<file path="src/spi_cfg_params.svh">
// Register offsets, field positions, reset values and masks
`ifndef SPI_CFG_PARAMS_SVH
`define SPI_CFG_PARAMS_SVH

`define OFS_OPTION_CONTROL  4'h1
`define OFS_BIT_RATE        4'h2
`define OFS_CONTROL_ONE     4'h0
`define OFS_STATUS          4'h3

`define OPT_MATCH_IRQ_EN    7
`define OPT_LENGTH_SEL      6
`define OPT_FAULT_EN        4
`define OPT_SW_OE           3
`define OPT_STOP_IN_WAIT    1
`define OPT_SINGLE_WIRE     0
`define OPT_MASK            8'hdb
`define OPT_RESET           8'h00

`define BR_PRESCALE_LSB     4
`define BR_DIVIDER_LSB      0
`define BR_MASK             8'h77
`define BR_RESET            8'h00

`define C1_MASTER           4
`define C1_SEL_OE           1
`define C1_MASK             8'h12
`define C1_RESET            8'h00

`define ST_MATCH            6
`define ST_FAULT            4

`endif

</file>
<file path="src/spi_cfg_pkg.sv">
// Types shared by the serial configuration block
package spi_cfg_pkg;
	typedef enum logic [1:0] {
		PIN_UNUSED,
		PIN_IN,
		PIN_OUT
	} pin_role_t;
endpackage : spi_cfg_pkg

</file>
<file path="src/rate_prescaler.sv">
// Bus-clock prescaler: one enable pulse every code+1 cycles
`timescale 1ns/1ns
`include "spi_cfg_params.svh"
module rate_prescaler #(
	parameter int W = 3
) (
	input  wire logic         clk,      // Bus clock
	input  wire logic         rst_b,    // Sync reset, active low
	input  wire logic         run,      // Count enable
	input  wire logic [W-1:0] code,     // Divisor minus one
	output logic              tick      // One-cycle enable pulse
);
	logic [W-1:0] cnt_r;

	always_ff @(posedge clk) begin
		if (!rst_b || !run) begin
			cnt_r <= '0;
			tick  <= 1'b0;
		end else if (cnt_r >= code) begin
			cnt_r <= '0;
			tick  <= 1'b1;
		end else begin
			cnt_r <= cnt_r + W'(1);
			tick  <= 1'b0;
		end
	end
endmodule : rate_prescaler

</file>
<file path="src/rate_divider.sv">
// Power-of-two divider: bit clock toggles every 2^code ticks
`timescale 1ns/1ns
`include "spi_cfg_params.svh"
module rate_divider #(
	parameter int W = 3
) (
	input  wire logic         clk,      // Bus clock
	input  wire logic         rst_b,    // Sync reset, active low
	input  wire logic         run,      // Count enable
	input  wire logic         tick_in,  // Prescaler pulse
	input  wire logic [W-1:0] code,     // Divisor is 2^(code+1)
	output logic              bit_clk,  // Divided bit clock
	output logic              bit_tick  // Pulse per full bit period
);
	logic [7:0] cnt_r;
	logic [7:0] half;

	assign half = 8'(8'h01 << code);

	always_ff @(posedge clk) begin
		if (!rst_b || !run) begin
			cnt_r    <= 8'h00;
			bit_clk  <= 1'b0;
			bit_tick <= 1'b0;
		end else if (tick_in && (cnt_r + 8'h01 >= half)) begin
			cnt_r    <= 8'h00;
			bit_clk  <= ~bit_clk;
			bit_tick <= bit_clk;
		end else begin
			if (tick_in)
				cnt_r <= cnt_r + 8'h01;
			bit_tick <= 1'b0;
		end
	end
endmodule : rate_divider

</file>
<file path="src/spi_option_and_baud_config.sv">
// Option control, bit-rate registers, pin steering and rate chain
// What this block does
// - Match flag with match interrupt enable set raises interrupt; otherwise poll only.
// - Length select 0 gives 8-bit data paths; 1 gives 16-bit.
// - Master length change aborts transfer, forces idle, clears status flags.
// - As slave, fault enable ignored; select pin is active-low select input.
// - Master with fault enable 0 releases select pin to general port.
// - Master with fault enable 1 uses select pin for fault or output.
// - Select output enable 0 means fault input; 1 drives select automatically.
// - Single-wire output enable 0 disables shared driver; 1 drives it.
// - With separate pins, single-wire output enable is ignored.
// - Single-wire shared pin is master-out as master, master-in as slave.
// - Pin-control 0 uses separate data pins; 1 uses single wire.
// - Single-wire master leaves master-in unused; master-out is input or I/O.
// - Single-wire slave leaves master-out unused; master-in is input or I/O.
// - Two-pin master drives master-out, samples master-in; slave the reverse.
// - Stop-in-wait 1 stops serial clocks in wait; 0 keeps them.
// - Bit-rate register readable and writable at any time.
// - Bit-rate settings make the bit clock only in master mode.
// - Prescaler divides bus clock by code plus one, one to eight.
// - Divider divides prescaler output by two to power code plus one.
`timescale 1ns/1ns
`include "spi_cfg_params.svh"
module spi_option_and_baud_config #(
	parameter int ADDR_W = 4
) (
	input  wire logic              clk,            // Bus clock
	input  wire logic              rst_b,          // Sync reset, active low
	input  wire logic [ADDR_W-1:0] addr,           // Register address
	input  wire logic [7:0]        wdata,          // Write data
	input  wire logic              wr,             // Write strobe
	input  wire logic              rd,             // Read strobe
	output logic      [7:0]        rdata,          // Read data, next cycle
	input  wire logic              spi_enable,     // Unit enabled
	input  wire logic              wait_mode,      // Device in wait mode
	input  wire logic              match_event,    // Receive data matched
	input  wire logic              fault_event,    // Fault seen by engine
	input  wire logic              busy,           // Transfer in progress
	input  wire logic              mosi_in,        // Master-out pin level
	output logic                   mosi_out,       // Master-out pin drive
	output logic                   mosi_oe,        // Master-out pin enable
	input  wire logic              miso_in,        // Master-in pin level
	output logic                   miso_out,       // Master-in pin drive
	output logic                   miso_oe,        // Master-in pin enable
	input  wire logic              sel_in_b,       // Select pin level
	output logic                   sel_out_b,      // Select pin drive
	output logic                   sel_oe,         // Select pin enable
	output logic                   sel_port_owned, // Select pin to port
	output logic                   mosi_port_owned,// Master-out to port
	output logic                   miso_port_owned,// Master-in to port
	input  wire logic              tx_bit,         // Engine serial out
	output logic                   rx_bit,         // Serial data to engine
	output logic                   slave_selected, // Slave select active
	output logic                   fault_detect,   // Fault input asserted
	output logic                   word_16,        // 16-bit data path
	output logic                   abort_pulse,    // Abort to idle
	output logic                   unit_clk_en,    // Serial clocks run
	output logic                   bit_clk,        // Master bit clock
	output logic                   bit_tick,       // Per bit period pulse
	output logic                   match_irq       // Match interrupt
);
	// ===============================================================
	// Registers
	logic [7:0] opt_r;
	logic [7:0] br_r;
	logic [7:0] c1_r;
	logic       match_flag_r;
	logic       fault_flag_r;
	logic       match_seen_r;
	logic       fault_seen_r;
	logic [7:0] rdata_nxt;
	logic       master;
	logic       single_wire;
	logic       sw_oe;
	logic       fault_en;
	logic       sel_oe_bit;
	logic       len_change;
	logic       status_rd;
	logic       pre_tick;
	logic       rate_run;
	logic       opt_hit;
	logic       br_hit;
	logic       c1_hit;
	logic       st_hit;
	logic       opt_wr;
	logic       br_wr;
	logic       c1_wr;
	logic       st_wr;
	logic       master_abort;
	logic       match_clr;
	logic       fault_clr;
	logic [7:0] status_byte;
	logic [2:0] prescale_code;
	logic [2:0] rate_divider_code;
	spi_cfg_pkg::pin_role_t mosi_role;
	spi_cfg_pkg::pin_role_t miso_role;

	assign master      = c1_r[`C1_MASTER];
	assign sel_oe_bit  = c1_r[`C1_SEL_OE];
	assign single_wire = opt_r[`OPT_SINGLE_WIRE];
	assign sw_oe       = opt_r[`OPT_SW_OE];
	assign fault_en    = opt_r[`OPT_FAULT_EN];
	assign word_16     = opt_r[`OPT_LENGTH_SEL];
	assign status_rd   = rd && st_hit;

	// ===============================================================
	// Address decode
	always_comb begin
		opt_hit = 1'b0;
		br_hit  = 1'b0;
		c1_hit  = 1'b0;
		st_hit  = 1'b0;
		if (addr == ADDR_W'(`OFS_OPTION_CONTROL))
			opt_hit = 1'b1;
		else if (addr == ADDR_W'(`OFS_BIT_RATE))
			br_hit = 1'b1;
		else if (addr == ADDR_W'(`OFS_CONTROL_ONE))
			c1_hit = 1'b1;
		else if (addr == ADDR_W'(`OFS_STATUS))
			st_hit = 1'b1;
	end

	assign opt_wr = wr && opt_hit;
	assign br_wr  = wr && br_hit;
	assign c1_wr  = wr && c1_hit;
	assign st_wr  = wr && st_hit;

	assign len_change = opt_wr
		&& (wdata[`OPT_LENGTH_SEL] != opt_r[`OPT_LENGTH_SEL]);
	assign master_abort = len_change && master;
	assign match_clr    = st_wr && match_seen_r && wdata[`ST_MATCH];
	assign fault_clr    = c1_wr && fault_seen_r;

	// ===============================================================
	// Register file
	always_ff @(posedge clk) begin
		if (!rst_b)
			opt_r <= `OPT_RESET;
		else if (opt_wr)
			opt_r <= wdata & `OPT_MASK;
	end

	always_ff @(posedge clk) begin
		if (!rst_b)
			br_r <= `BR_RESET;
		else if (br_wr)
			br_r <= wdata & `BR_MASK;
	end

	always_ff @(posedge clk) begin
		if (!rst_b)
			c1_r <= `C1_RESET;
		else if (c1_wr)
			c1_r <= wdata & `C1_MASK;
	end

	// ===============================================================
	// Abort on length change in master mode
	always_ff @(posedge clk) begin
		if (!rst_b)
			abort_pulse <= 1'b0;
		else
			abort_pulse <= master_abort;
	end

	// ===============================================================
	// Status flags: clear after a status read, match by write-one to status, fault by any control-one write; set wins
	always_ff @(posedge clk) begin
		if (!rst_b)
			match_seen_r <= 1'b0;
		else if (status_rd && match_flag_r)
			match_seen_r <= 1'b1;
		else if (!match_flag_r)
			match_seen_r <= 1'b0;
	end

	always_ff @(posedge clk) begin
		if (!rst_b)
			match_flag_r <= 1'b0;
		else if (match_event && spi_enable)
			match_flag_r <= 1'b1;
		else if (master_abort)
			match_flag_r <= 1'b0;
		else if (match_clr)
			match_flag_r <= 1'b0;
	end

	always_ff @(posedge clk) begin
		if (!rst_b)
			fault_seen_r <= 1'b0;
		else if (status_rd && fault_flag_r)
			fault_seen_r <= 1'b1;
		else if (!fault_flag_r)
			fault_seen_r <= 1'b0;
	end

	always_ff @(posedge clk) begin
		if (!rst_b)
			fault_flag_r <= 1'b0;
		else if ((fault_event || fault_detect) && spi_enable)
			fault_flag_r <= 1'b1;
		else if (master_abort)
			fault_flag_r <= 1'b0;
		else if (fault_clr)
			fault_flag_r <= 1'b0;
	end

	always_ff @(posedge clk) begin
		if (!rst_b)
			match_irq <= 1'b0;
		else
			match_irq <= match_flag_r && opt_r[`OPT_MATCH_IRQ_EN];
	end

	// ===============================================================
	// Read port
	always_comb begin
		status_byte = 8'h00;
		status_byte[`ST_MATCH] = match_flag_r;
		status_byte[`ST_FAULT] = fault_flag_r;
	end

	always_comb begin
		rdata_nxt = 8'h00;
		if (opt_hit)
			rdata_nxt = opt_r;
		else if (br_hit)
			rdata_nxt = br_r;
		else if (c1_hit)
			rdata_nxt = c1_r;
		else if (st_hit)
			rdata_nxt = status_byte;
	end

	always_ff @(posedge clk) begin
		if (!rst_b)
			rdata <= 8'h00;
		else if (rd)
			rdata <= rdata_nxt;
		else
			rdata <= 8'h00;
	end

	// ===============================================================
	// Select pin function
	always_comb begin
		sel_port_owned = 1'b0;
		sel_oe         = 1'b0;
		slave_selected = 1'b0;
		fault_detect   = 1'b0;
		if (!spi_enable)
			sel_port_owned = 1'b1;
		else if (!master)
			slave_selected = !sel_in_b;
		else if (!fault_en)
			sel_port_owned = 1'b1;
		else if (!sel_oe_bit)
			fault_detect = !sel_in_b;
		else
			sel_oe = 1'b1;
	end

	always_ff @(posedge clk) begin
		if (!rst_b)
			sel_out_b <= 1'b1;
		else
			sel_out_b <= !(master && busy);
	end

	// ===============================================================
	// Data pin roles
	always_comb begin
		mosi_role = spi_cfg_pkg::PIN_UNUSED;
		miso_role = spi_cfg_pkg::PIN_UNUSED;
		if (!single_wire) begin
			mosi_role = master ? spi_cfg_pkg::PIN_OUT
				: spi_cfg_pkg::PIN_IN;
			miso_role = master ? spi_cfg_pkg::PIN_IN
				: spi_cfg_pkg::PIN_OUT;
		end else if (master)
			mosi_role = sw_oe ? spi_cfg_pkg::PIN_OUT
				: spi_cfg_pkg::PIN_IN;
		else
			miso_role = sw_oe ? spi_cfg_pkg::PIN_OUT
				: spi_cfg_pkg::PIN_IN;
	end

	always_comb begin
		mosi_oe = spi_enable && mosi_role == spi_cfg_pkg::PIN_OUT;
		miso_oe = spi_enable && miso_role == spi_cfg_pkg::PIN_OUT;
		mosi_port_owned = !spi_enable
			|| mosi_role == spi_cfg_pkg::PIN_UNUSED;
		miso_port_owned = !spi_enable
			|| miso_role == spi_cfg_pkg::PIN_UNUSED;
	end

	// Shared pin in output mode reads back its own level
	always_comb begin
		case ({single_wire, master})
			2'b00:   rx_bit = mosi_in;
			2'b01:   rx_bit = miso_in;
			2'b10:   rx_bit = miso_in;
			default: rx_bit = mosi_in;
		endcase
	end

	always_ff @(posedge clk) begin
		if (!rst_b)
			mosi_out <= 1'b0;
		else
			mosi_out <= tx_bit;
	end

	always_ff @(posedge clk) begin
		if (!rst_b)
			miso_out <= 1'b0;
		else
			miso_out <= tx_bit;
	end

	// ===============================================================
	// Clock gating
	assign unit_clk_en = spi_enable
		&& !(wait_mode && opt_r[`OPT_STOP_IN_WAIT]);
	assign rate_run = unit_clk_en && master && !abort_pulse;

	// ===============================================================
	// Rate chain
	assign prescale_code     = br_r[`BR_PRESCALE_LSB +: 3];
	assign rate_divider_code = br_r[`BR_DIVIDER_LSB +: 3];

	rate_prescaler #(.W(3)) u_pre (
		.clk   (clk),
		.rst_b (rst_b),
		.run   (rate_run),
		.code  (prescale_code),
		.tick  (pre_tick)
	);

	rate_divider #(.W(3)) u_div (
		.clk      (clk),
		.rst_b    (rst_b),
		.run      (rate_run),
		.tick_in  (pre_tick),
		.code     (rate_divider_code),
		.bit_clk  (bit_clk),
		.bit_tick (bit_tick)
	);
endmodule : spi_option_and_baud_config

</file>
<file path="config.mk">
export PLATFORM = sky130hd
export DESIGN_NAME = spi_option_and_baud_config
export DESIGN_NICKNAME = d
export VERILOG_FILES = /design/src/spi_cfg_pkg.sv /design/src/rate_prescaler.sv /design/src/rate_divider.sv /design/src/spi_option_and_baud_config.sv
export VERILOG_INCLUDE_DIRS = /design/src /design/src/src
export SDC_FILE = /design/constraint.sdc
export NUM_CORES = 1
export LEC_CHECK = 0
export BUFFER_PORTS_ARGS = -buffer_cell sky130_fd_sc_hd__buf_2
export CORE_ASPECT_RATIO = 0.5
export CORE_MARGIN = 2
export CORE_UTILIZATION = 40
export CTS_BUF_LIST = sky130_fd_sc_hd__clkbuf_8
export CTS_CLUSTER_SIZE = 28
export DETAILED_ROUTE_END_ITERATION = 10
export GPL_TIMING_DRIVEN = 0
export PLACE_DENSITY = 0.68
export SLEW_MARGIN = 20
export SYNTH_ARGS = -nofsm -noshare
export SYNTH_HDL_FRONTEND = slang
export SYNTH_HIERARCHICAL = 1
export SYNTH_SLANG_ARGS = --single-unit
</file>
<file path="constraint.sdc">
create_clock -name clk -period 4 [get_ports clk]
set_input_delay 0.4 -clock clk [delete_from_list [all_inputs] [get_ports clk]]
set_output_delay 0.4 -clock clk [all_outputs]
set_load 0.005 [all_outputs]
</file>
==> results of run 1 <==
-- sequential cells by signal, indices dropped and copies added (netlist names), 2 cells and up --
| signal | count |
|---|---|
| u_div/cnt_r | 8 |
| c1_r | 2 |
| opt_r | 6 |
| br_r | 6 |
| rdata | 8 |
| u_pre/cnt_r | 3 |
-- cell families (layout without fill, tap and decap cells) --
| kind of cell | count (synthesis) | in the layout | synth area share, % |
|---|---|---|---|
| buf+inv | 20 | 77 | 4.22 |
| xor+xnor | 16 | 16 | 6.06 |
| simple gates | 103 | 103 | 25.3 |
| flops | 44 | 44 | 38.1 |
| fa+ha+maj | 13 | 13 | 7.03 |
| compound gates | 50 | 50 | 15.2 |
| mux | 8 | 8 | 4.11 |
-- report_power, final --
| group | switching [mW] | leakage [nW] | internal (mW) |
|---|---|---|---|
| Sequential | 0.00453 | 0.356 | 0.444 |
| Clock | 0.154 | 0.0538 | 0.136 |
| Combinational | 0.0413 | 0.741 | 0.0341 |
-- final cells by class --
class	count	area [sq um]	share of cell area [%]
Tap cell	73	91.3	3.33
Multi-Input combinational cell	190	1340	48.7
Clock inverter	2	7.51	0.274
Timing Repair Buffer	49	245	8.95
Sequential cell	44	881	32.1
Buffer	13	71.3	2.60
Clock buffer	6	82.6	3.01
Inverter	7	26.3	0.959
-- per-stage QoR --
stage / setup WS [ps] / cell area, sq um
2_1_floorplan: 1620 / 2310
3_3_place_gp: 1430 / 2650
3_5_place_dp: 1360 / 2650
4_1_cts: 1290 / 2740
5_1_grt: 1140 / 2740
6_report: 1340 / 2740
-- layout by cell type (no fill, tap or decap), types with 2 or more instances in the layout --
cell type	count
a21boi_1	9
o21ai_0	17
nor3_1	3
a21o_1	2
nand2b_1	3
a21boi_0	5
nand3b_1	3
a21oi_1	2
nand2_1	19
nand4_1	2
mux2i_1	5
xor2_1	11
buf_4	3
nand3_1	20
ha_1	13
xnor2_1	5
inv_1	9
nor2b_1	3
a22oi_1	3
clkbuf_1	6
mux2_2	2
clkbuf_8	6
or3b_2	3
o21ba_2	2
and3_1	8
buf_2	52
nor2_1	22
dfxtp_1	44
and2_1	6
-- final timing paths --
path         cells after the start                   startpoint  slack [ps]                           to
min reg2reg                      2   u_div/bit_clk$_SDFFE_PP0P_         470    u_div/bit_tick$_SDFF_PP0_
min                              2                         busy         280         sel_out_b$_SDFF_PN1_
max reg2reg                     10  u_div/cnt_r[2]$_SDFFE_PP0P_        1340  u_div/cnt_r[3]$_SDFFE_PP0P_
max                             10  u_div/cnt_r[2]$_SDFFE_PP0P_        1340  u_div/cnt_r[3]$_SDFFE_PP0P_
-- worst max-delay path: cells and delay by family (launching register included) --
family | cells | cell delay, ps
AO/OA/AOI/OAI | 2 | 780
XOR/XNOR | 1 | 190
adder cells (fa/ha/maj) | 1 | 280
buffers and inverters | 1 | 200
flip-flops | 1 | 400
AND/OR/NAND/NOR | 5 | 750
-- metal layers --
layer	share of wire (%)	vias to the layer above
li1	-	1009
met2	49	36
met5	0	-
met1	45	915
met4	1.6	0
met3	4.3	7
==> results.yml, run 1 <==
route:
  num_vias: 1967
  route.detailed.drc: 0
  wl_per_cell_um: 13.9
  drtPass1Iterations: 4
  drt-total-wl_um: 5330
  drtAntennaViolNets: 0
  drtIter0Drc: 80
  via_per_inst: 5.12
place:
  dp_hpwl_um: 4020
  gp_congestion: 0.803
  dp.cells: 376
  port_buffers: 49
cells_and_area:
  syn2layout_area_growth_pct: 18.4
  nets: 348
  drive_above_1_share_pct: 26.0
  instances_no_fill: 384
  fillCellCount: 525
  diodes: 0
  final_util_pct: 49.5
min_path:
  min_path_type: "in -> reg"
grt:
  grt.busiest_layer: "met2"
  met2_usage_pct: 28.8
  grt_util_met3_pct: 3.87
  grt-ovfl-total: 0
  antenna_found_initial: 0
  gr-usage-met1_pct: 22.0
  grt_start_max_net_pins: 13
  grt_pass1_vias: 1847
  grt.total_usage_pct: 17.2
  grt_first_pass_wirelength_um: 8660
synth:
  yosysWarnings: 6
  synth_cells: 254
  syn_area_per_cell_sq_um: 9.11
  syn-cell-area_sq_um: 2310
  syn_nets: 292
  yosysUniqueCellTypes: 51
  synthTopCellsByArea: "dfxtp_1 (38%), ha_1 (7.0%), nand3_1 (4.3%)"
  synth.top_cells.by_count: "dfxtp_1 (44), nor2_1 (22), nand3_1 (20), nand2_1 (19), o21ai_0 (17)"
  synth_top_cell_by_area: "dfxtp_1"
  ys_seq_area_share_pct: 38.1
  synth-edff-count: 0
  synth-main-ff-cell: "dfxtp_1"
  synth_top_cell_area_share_pct: 38.1
  yosys.cell_count.top_type: "dfxtp_1"
  synth_async_sr_flop_share_pct: 0
  synth-seq-cells: 44
worst_setup_path:
  cp.required_ps: 4240
  critPathLaunchType: "register"
  critPathKind: "reg -> reg"
  arrival_ps: 2900
  crit_chain: "and3_1, clkbuf_1, and2_1, nand2_1, xnor2_1, ha_1, and3_4, a221o_1, a221o_2, nor2_1"
  cp_slowest_cell: "a221o_2"
  worstPathMaxFanout: 8
  cp-end-kind: "register"
  slowest_delay_ps: 420
sta:
  hold_viol_final: 0
  max_freq_ghz: 0.376
  finalCriticalPeriod_ps: 2660
  setup_viol: 0
  holdWs_ps: 278
  setup_tns_ps: 0
  max_slew_margin_pct: 62.8
  worst_slew_pin_slew_ps: 555
  rsz0062_at_grt: "no"
  slew_viol_final: 0
  finalClockSkew_ps: 6.35
  timing.final.crit_share_pct: 66.5
clock_tree:
  tritoncts: "yes"
  clockBufferDepth: 2
  cts_resized: 0
  clock_sinks: 44
  post-cts-setup-buffers: 0
  cts.reportedPaths.clkPinSlew_ps: 80
  cts_hold_buf: 0
  clock_latency_ps: 310
  cts-root-buf: "clkbuf_8"
  htreeDepth: 2
  cts_buffers: 5
flow_run:
  cap_violations: 0
floorplan:
  die_h_um: 57.8
  num_io_pins: 51
  die_x_um: 112
  rows: 19
  dieArea_sq_um: 6440
  start_util_pct: 41.8
  core-area_sq_um: 5540
pwr:
  power.leakage_nw: 1.15
  p_per_area_nw_per_um2: 297
  totalPowerFinal_uw: 814
  peakVddDrop_mv: 0.156
run_status:
  status: "complete, no violations"
No activity file was read; power rests on OpenSTA's default activity.
==> run 2: changes to the inputs <==
- ABC_AREA: not set -> 1
- PLACE_DENSITY: 0.68 -> 0.7
- clock period: 4 -> 2.4 ns (I/O delays scaled with it)
==> run 2 against run 1 <==
Against the previous run:
- final cell count increased by 16%
- total power increased by 77%
- clock skew decreased by 1.6 ps
- setup slack got worse by 1100 ps
- sequential share of layout area increased by 0.15 points
- core utilization increased by 0.20 points
- non-clock buffer count decreased by 4
- sequential power increased by 65%
- area after synthesis decreased by 1.7%
- synthesized cell count increased by 25%
- critical path type unchanged
- sequential cell count unchanged
==> results.yml, run 2 <==
sta:
  hold_viol_final: 0
  finalCriticalPeriod_ps: 2160
  worst_slew_pin_slew_ps: 519
  setup_viol: 0
  slew_viol_final: 0
  max_freq_ghz: 0.462
  rsz0062_at_grt: "no"
  setup_tns_ps: 0
  max_slew_margin_pct: 65.2
  timing.final.crit_share_pct: 90.1
  finalClockSkew_ps: 4.77
  fin_ws_ps: 238
min_path:
  worstHoldStart: "tx_bit"
  min_path_type: "in -> reg"
clock_tree:
  htreeDepth: 2
  cts-root-buf: "clkbuf_8"
  tritoncts: "yes"
  cts_buffers: 5
  clock_latency_ps: 300
  cts_resized: 0
  clock_sinks: 44
  post-cts-setup-buffers: 0
  cts_hold_buf: 0
  clockBufferDepth: 2
  cts.reportedPaths.clkPinSlew_ps: 90
floorplan:
  start_util_pct: 41.4
  num_io_pins: 51
  dieArea_sq_um: 6340
  rows: 19
  die_h_um: 57.3
  core-area_sq_um: 5490
  die_x_um: 111
synth:
  yosys.area_share.simple_pct: 27.4
  synthTopCellsByArea: "dfxtp_1 (39%), nand2_1 (9.9%), inv_1 (8.6%)"
  synth-main-ff-cell: "dfxtp_1"
  yosysUniqueCellTypes: 31
  synth_cells: 317
  synth_top_cell_area_share_pct: 38.7
  synthMuxAreaShare_pct: 1.43
  synth_top_family_by_area: "simple AND/OR/NAND/NOR gates"
  syn_nets: 355
  synth_compound_area_share_pct: 11.7
  ys_seq_area_share_pct: 38.7
  yosys.cell_count.top_type: "nand2_1"
  yosysWarnings: 6
  synth_async_sr_flop_share_pct: 0
  synth.top_cells.by_count: "nand2_1 (60), inv_1 (52), dfxtp_1 (44), nor2_1 (32), nand3_1 (27)"
  synth_top_cell_by_area: "dfxtp_1"
  synth_fa_ha_area_share_pct: 7.15
  synth-seq-cells: 44
  syn-cell-area_sq_um: 2270
  syn_area_per_cell_sq_um: 7.17
  synth_xor_area_share_pct: 1.93
  synth-edff-count: 0
cells_and_area:
  instances_no_fill: 447
  final_cell_mix: "nand2_1 (59), inv_1 (52), buf_2 (50)"
  diodes: 0
  fillCellCount: 541
  nets: 411
  largest_registers: "rdata x8, u_div/cnt_r x8"
  multiInputGateArea_sq_um: 1130
  final_area_sq_um: 2730
  layout_commonest_cell: "nand2_1"
  syn2layout_area_growth_pct: 20.0
  drive_above_1_share_pct: 21.4
  register_area_sq_um: 881
route:
  drtPass1Iterations: 4
  drtIter0Drc: 100
  wl_per_cell_um: 11.5
  drtAntennaViolNets: 0
  via_per_inst: 4.83
  drt-total-wl_um: 5130
  route.detailed.drc: 0
  num_vias: 2157
worst_setup_path:
  arrival_ps: 2360
  critPathLaunchType: "register"
  timing.rr.start: "u_div/cnt_r[0]$_SDFFE_PP0P_"
  crit_chain: "ha_1, nand4_1, o21ai_0, nand2_1, ha_1, nand2_1, o21a_1, nand2_1, nand2_1, nand2_2, nor2_1"
  startpoint: "u_div/cnt_r[0]$_SDFFE_PP0P_"
  cp.required_ps: 2600
  worstPathMaxFanout: 8
  reg2reg_slack_ps: 240
  cp-end-kind: "register"
  crit_path_frequent_cell: "nand2_1"
  slowest_delay_ps: 410
  critPathKind: "reg -> reg"
  cp_slowest_cell: "dfxtp_1"
grt:
  grt.total_usage_pct: 17.1
  grt_pass1_vias: 2032
  grt_start_max_net_pins: 16
  grt_first_pass_wirelength_um: 8810
  antenna_found_initial: 0
  grt-ovfl-total: 0
place:
  port_buffers: 49
  dp_hpwl_um: 4030
  placed_area_sq_um: 2610
  place_worst_setup_slack_ps: 163
  gp_congestion: 0.836
  dp.cells: 439
pwr:
  peakVddDrop_mv: 0.341
  p_per_area_nw_per_um2: 528
  totalPowerFinal_mw: 1.44
  power.leakage_nw: 1.25
flow_run:
  cap_violations: 0
run_status:
  status: "complete, no violations"
## run 2: path summary, 6_finish.rpt
check | endpoint | depth (start not counted)
setup / recovery | u_div/cnt_r[0]$_SDFFE_PP0P_ | 11
hold / removal | miso_out$_SDFF_PN0_ | 3
setup reg to reg | u_div/cnt_r[0]$_SDFFE_PP0P_ | 11
hold reg to reg | u_pre/cnt_r[0]$_SDFF_PP0_ | 1
## run 2: through the flow
stage / hold slack, ps / util [%]
2_1_floorplan: 326 / -
3_3_place_gp: 427 / 47.5
3_5_place_dp: 429 / 47.5
4_1_cts: 112 / 49.6
5_1_grt: 123 / 49.7
6_report: 116 / 49.7
## run 2: kinds of logic after synthesis
group,Yosys count
AO/OA/AOI/OAI,49
XOR/XNOR,5
adder cells (fa/ha/maj),13
buffers and inverters,63
flip-flops,44
multiplexers,3
AND/OR/NAND/NOR,140
## run 2: cell type report
| cell class | count | share of cell area, % |
|---|---|---|
| well taps | 73 | 3.35 |
| clock buffers | 5 | 2.52 |
| flip-flops and latches | 44 | 32.3 |
| inverters | 54 | 7.43 |
| multi-input cells | 210 | 41.4 |
| plain buffers | 9 | 2.29 |
| clock inverters | 3 | 1.70 |
| repair buffers | 49 | 8.99 |
## run 2: power breakdown
| part | switching [mW] | internal (mW) |
|---|---|---|
| clock network | 0.278 | 0.314 |
| registers | 0.00549 | 0.738 |
| logic | 0.0622 | 0.0424 |
## run 2: worst max-delay path, delay by kind of cell (launching register included)
kind,cells,cell delay (ps)
AOI/OAI and AO/OA,2,360
adders and majority gates,2,510
and+or+nand+nor,7,770
DFF,1,410
## run 2: routing by layer
layer  vias up  global-route usage (%)  wire (um)
met5         -                       0          0
met2        45                    29.9       2390
met4         0                    4.82         40
met1       985                    21.9       2470
li1       1122                       -          -
met3         5                    3.72        223
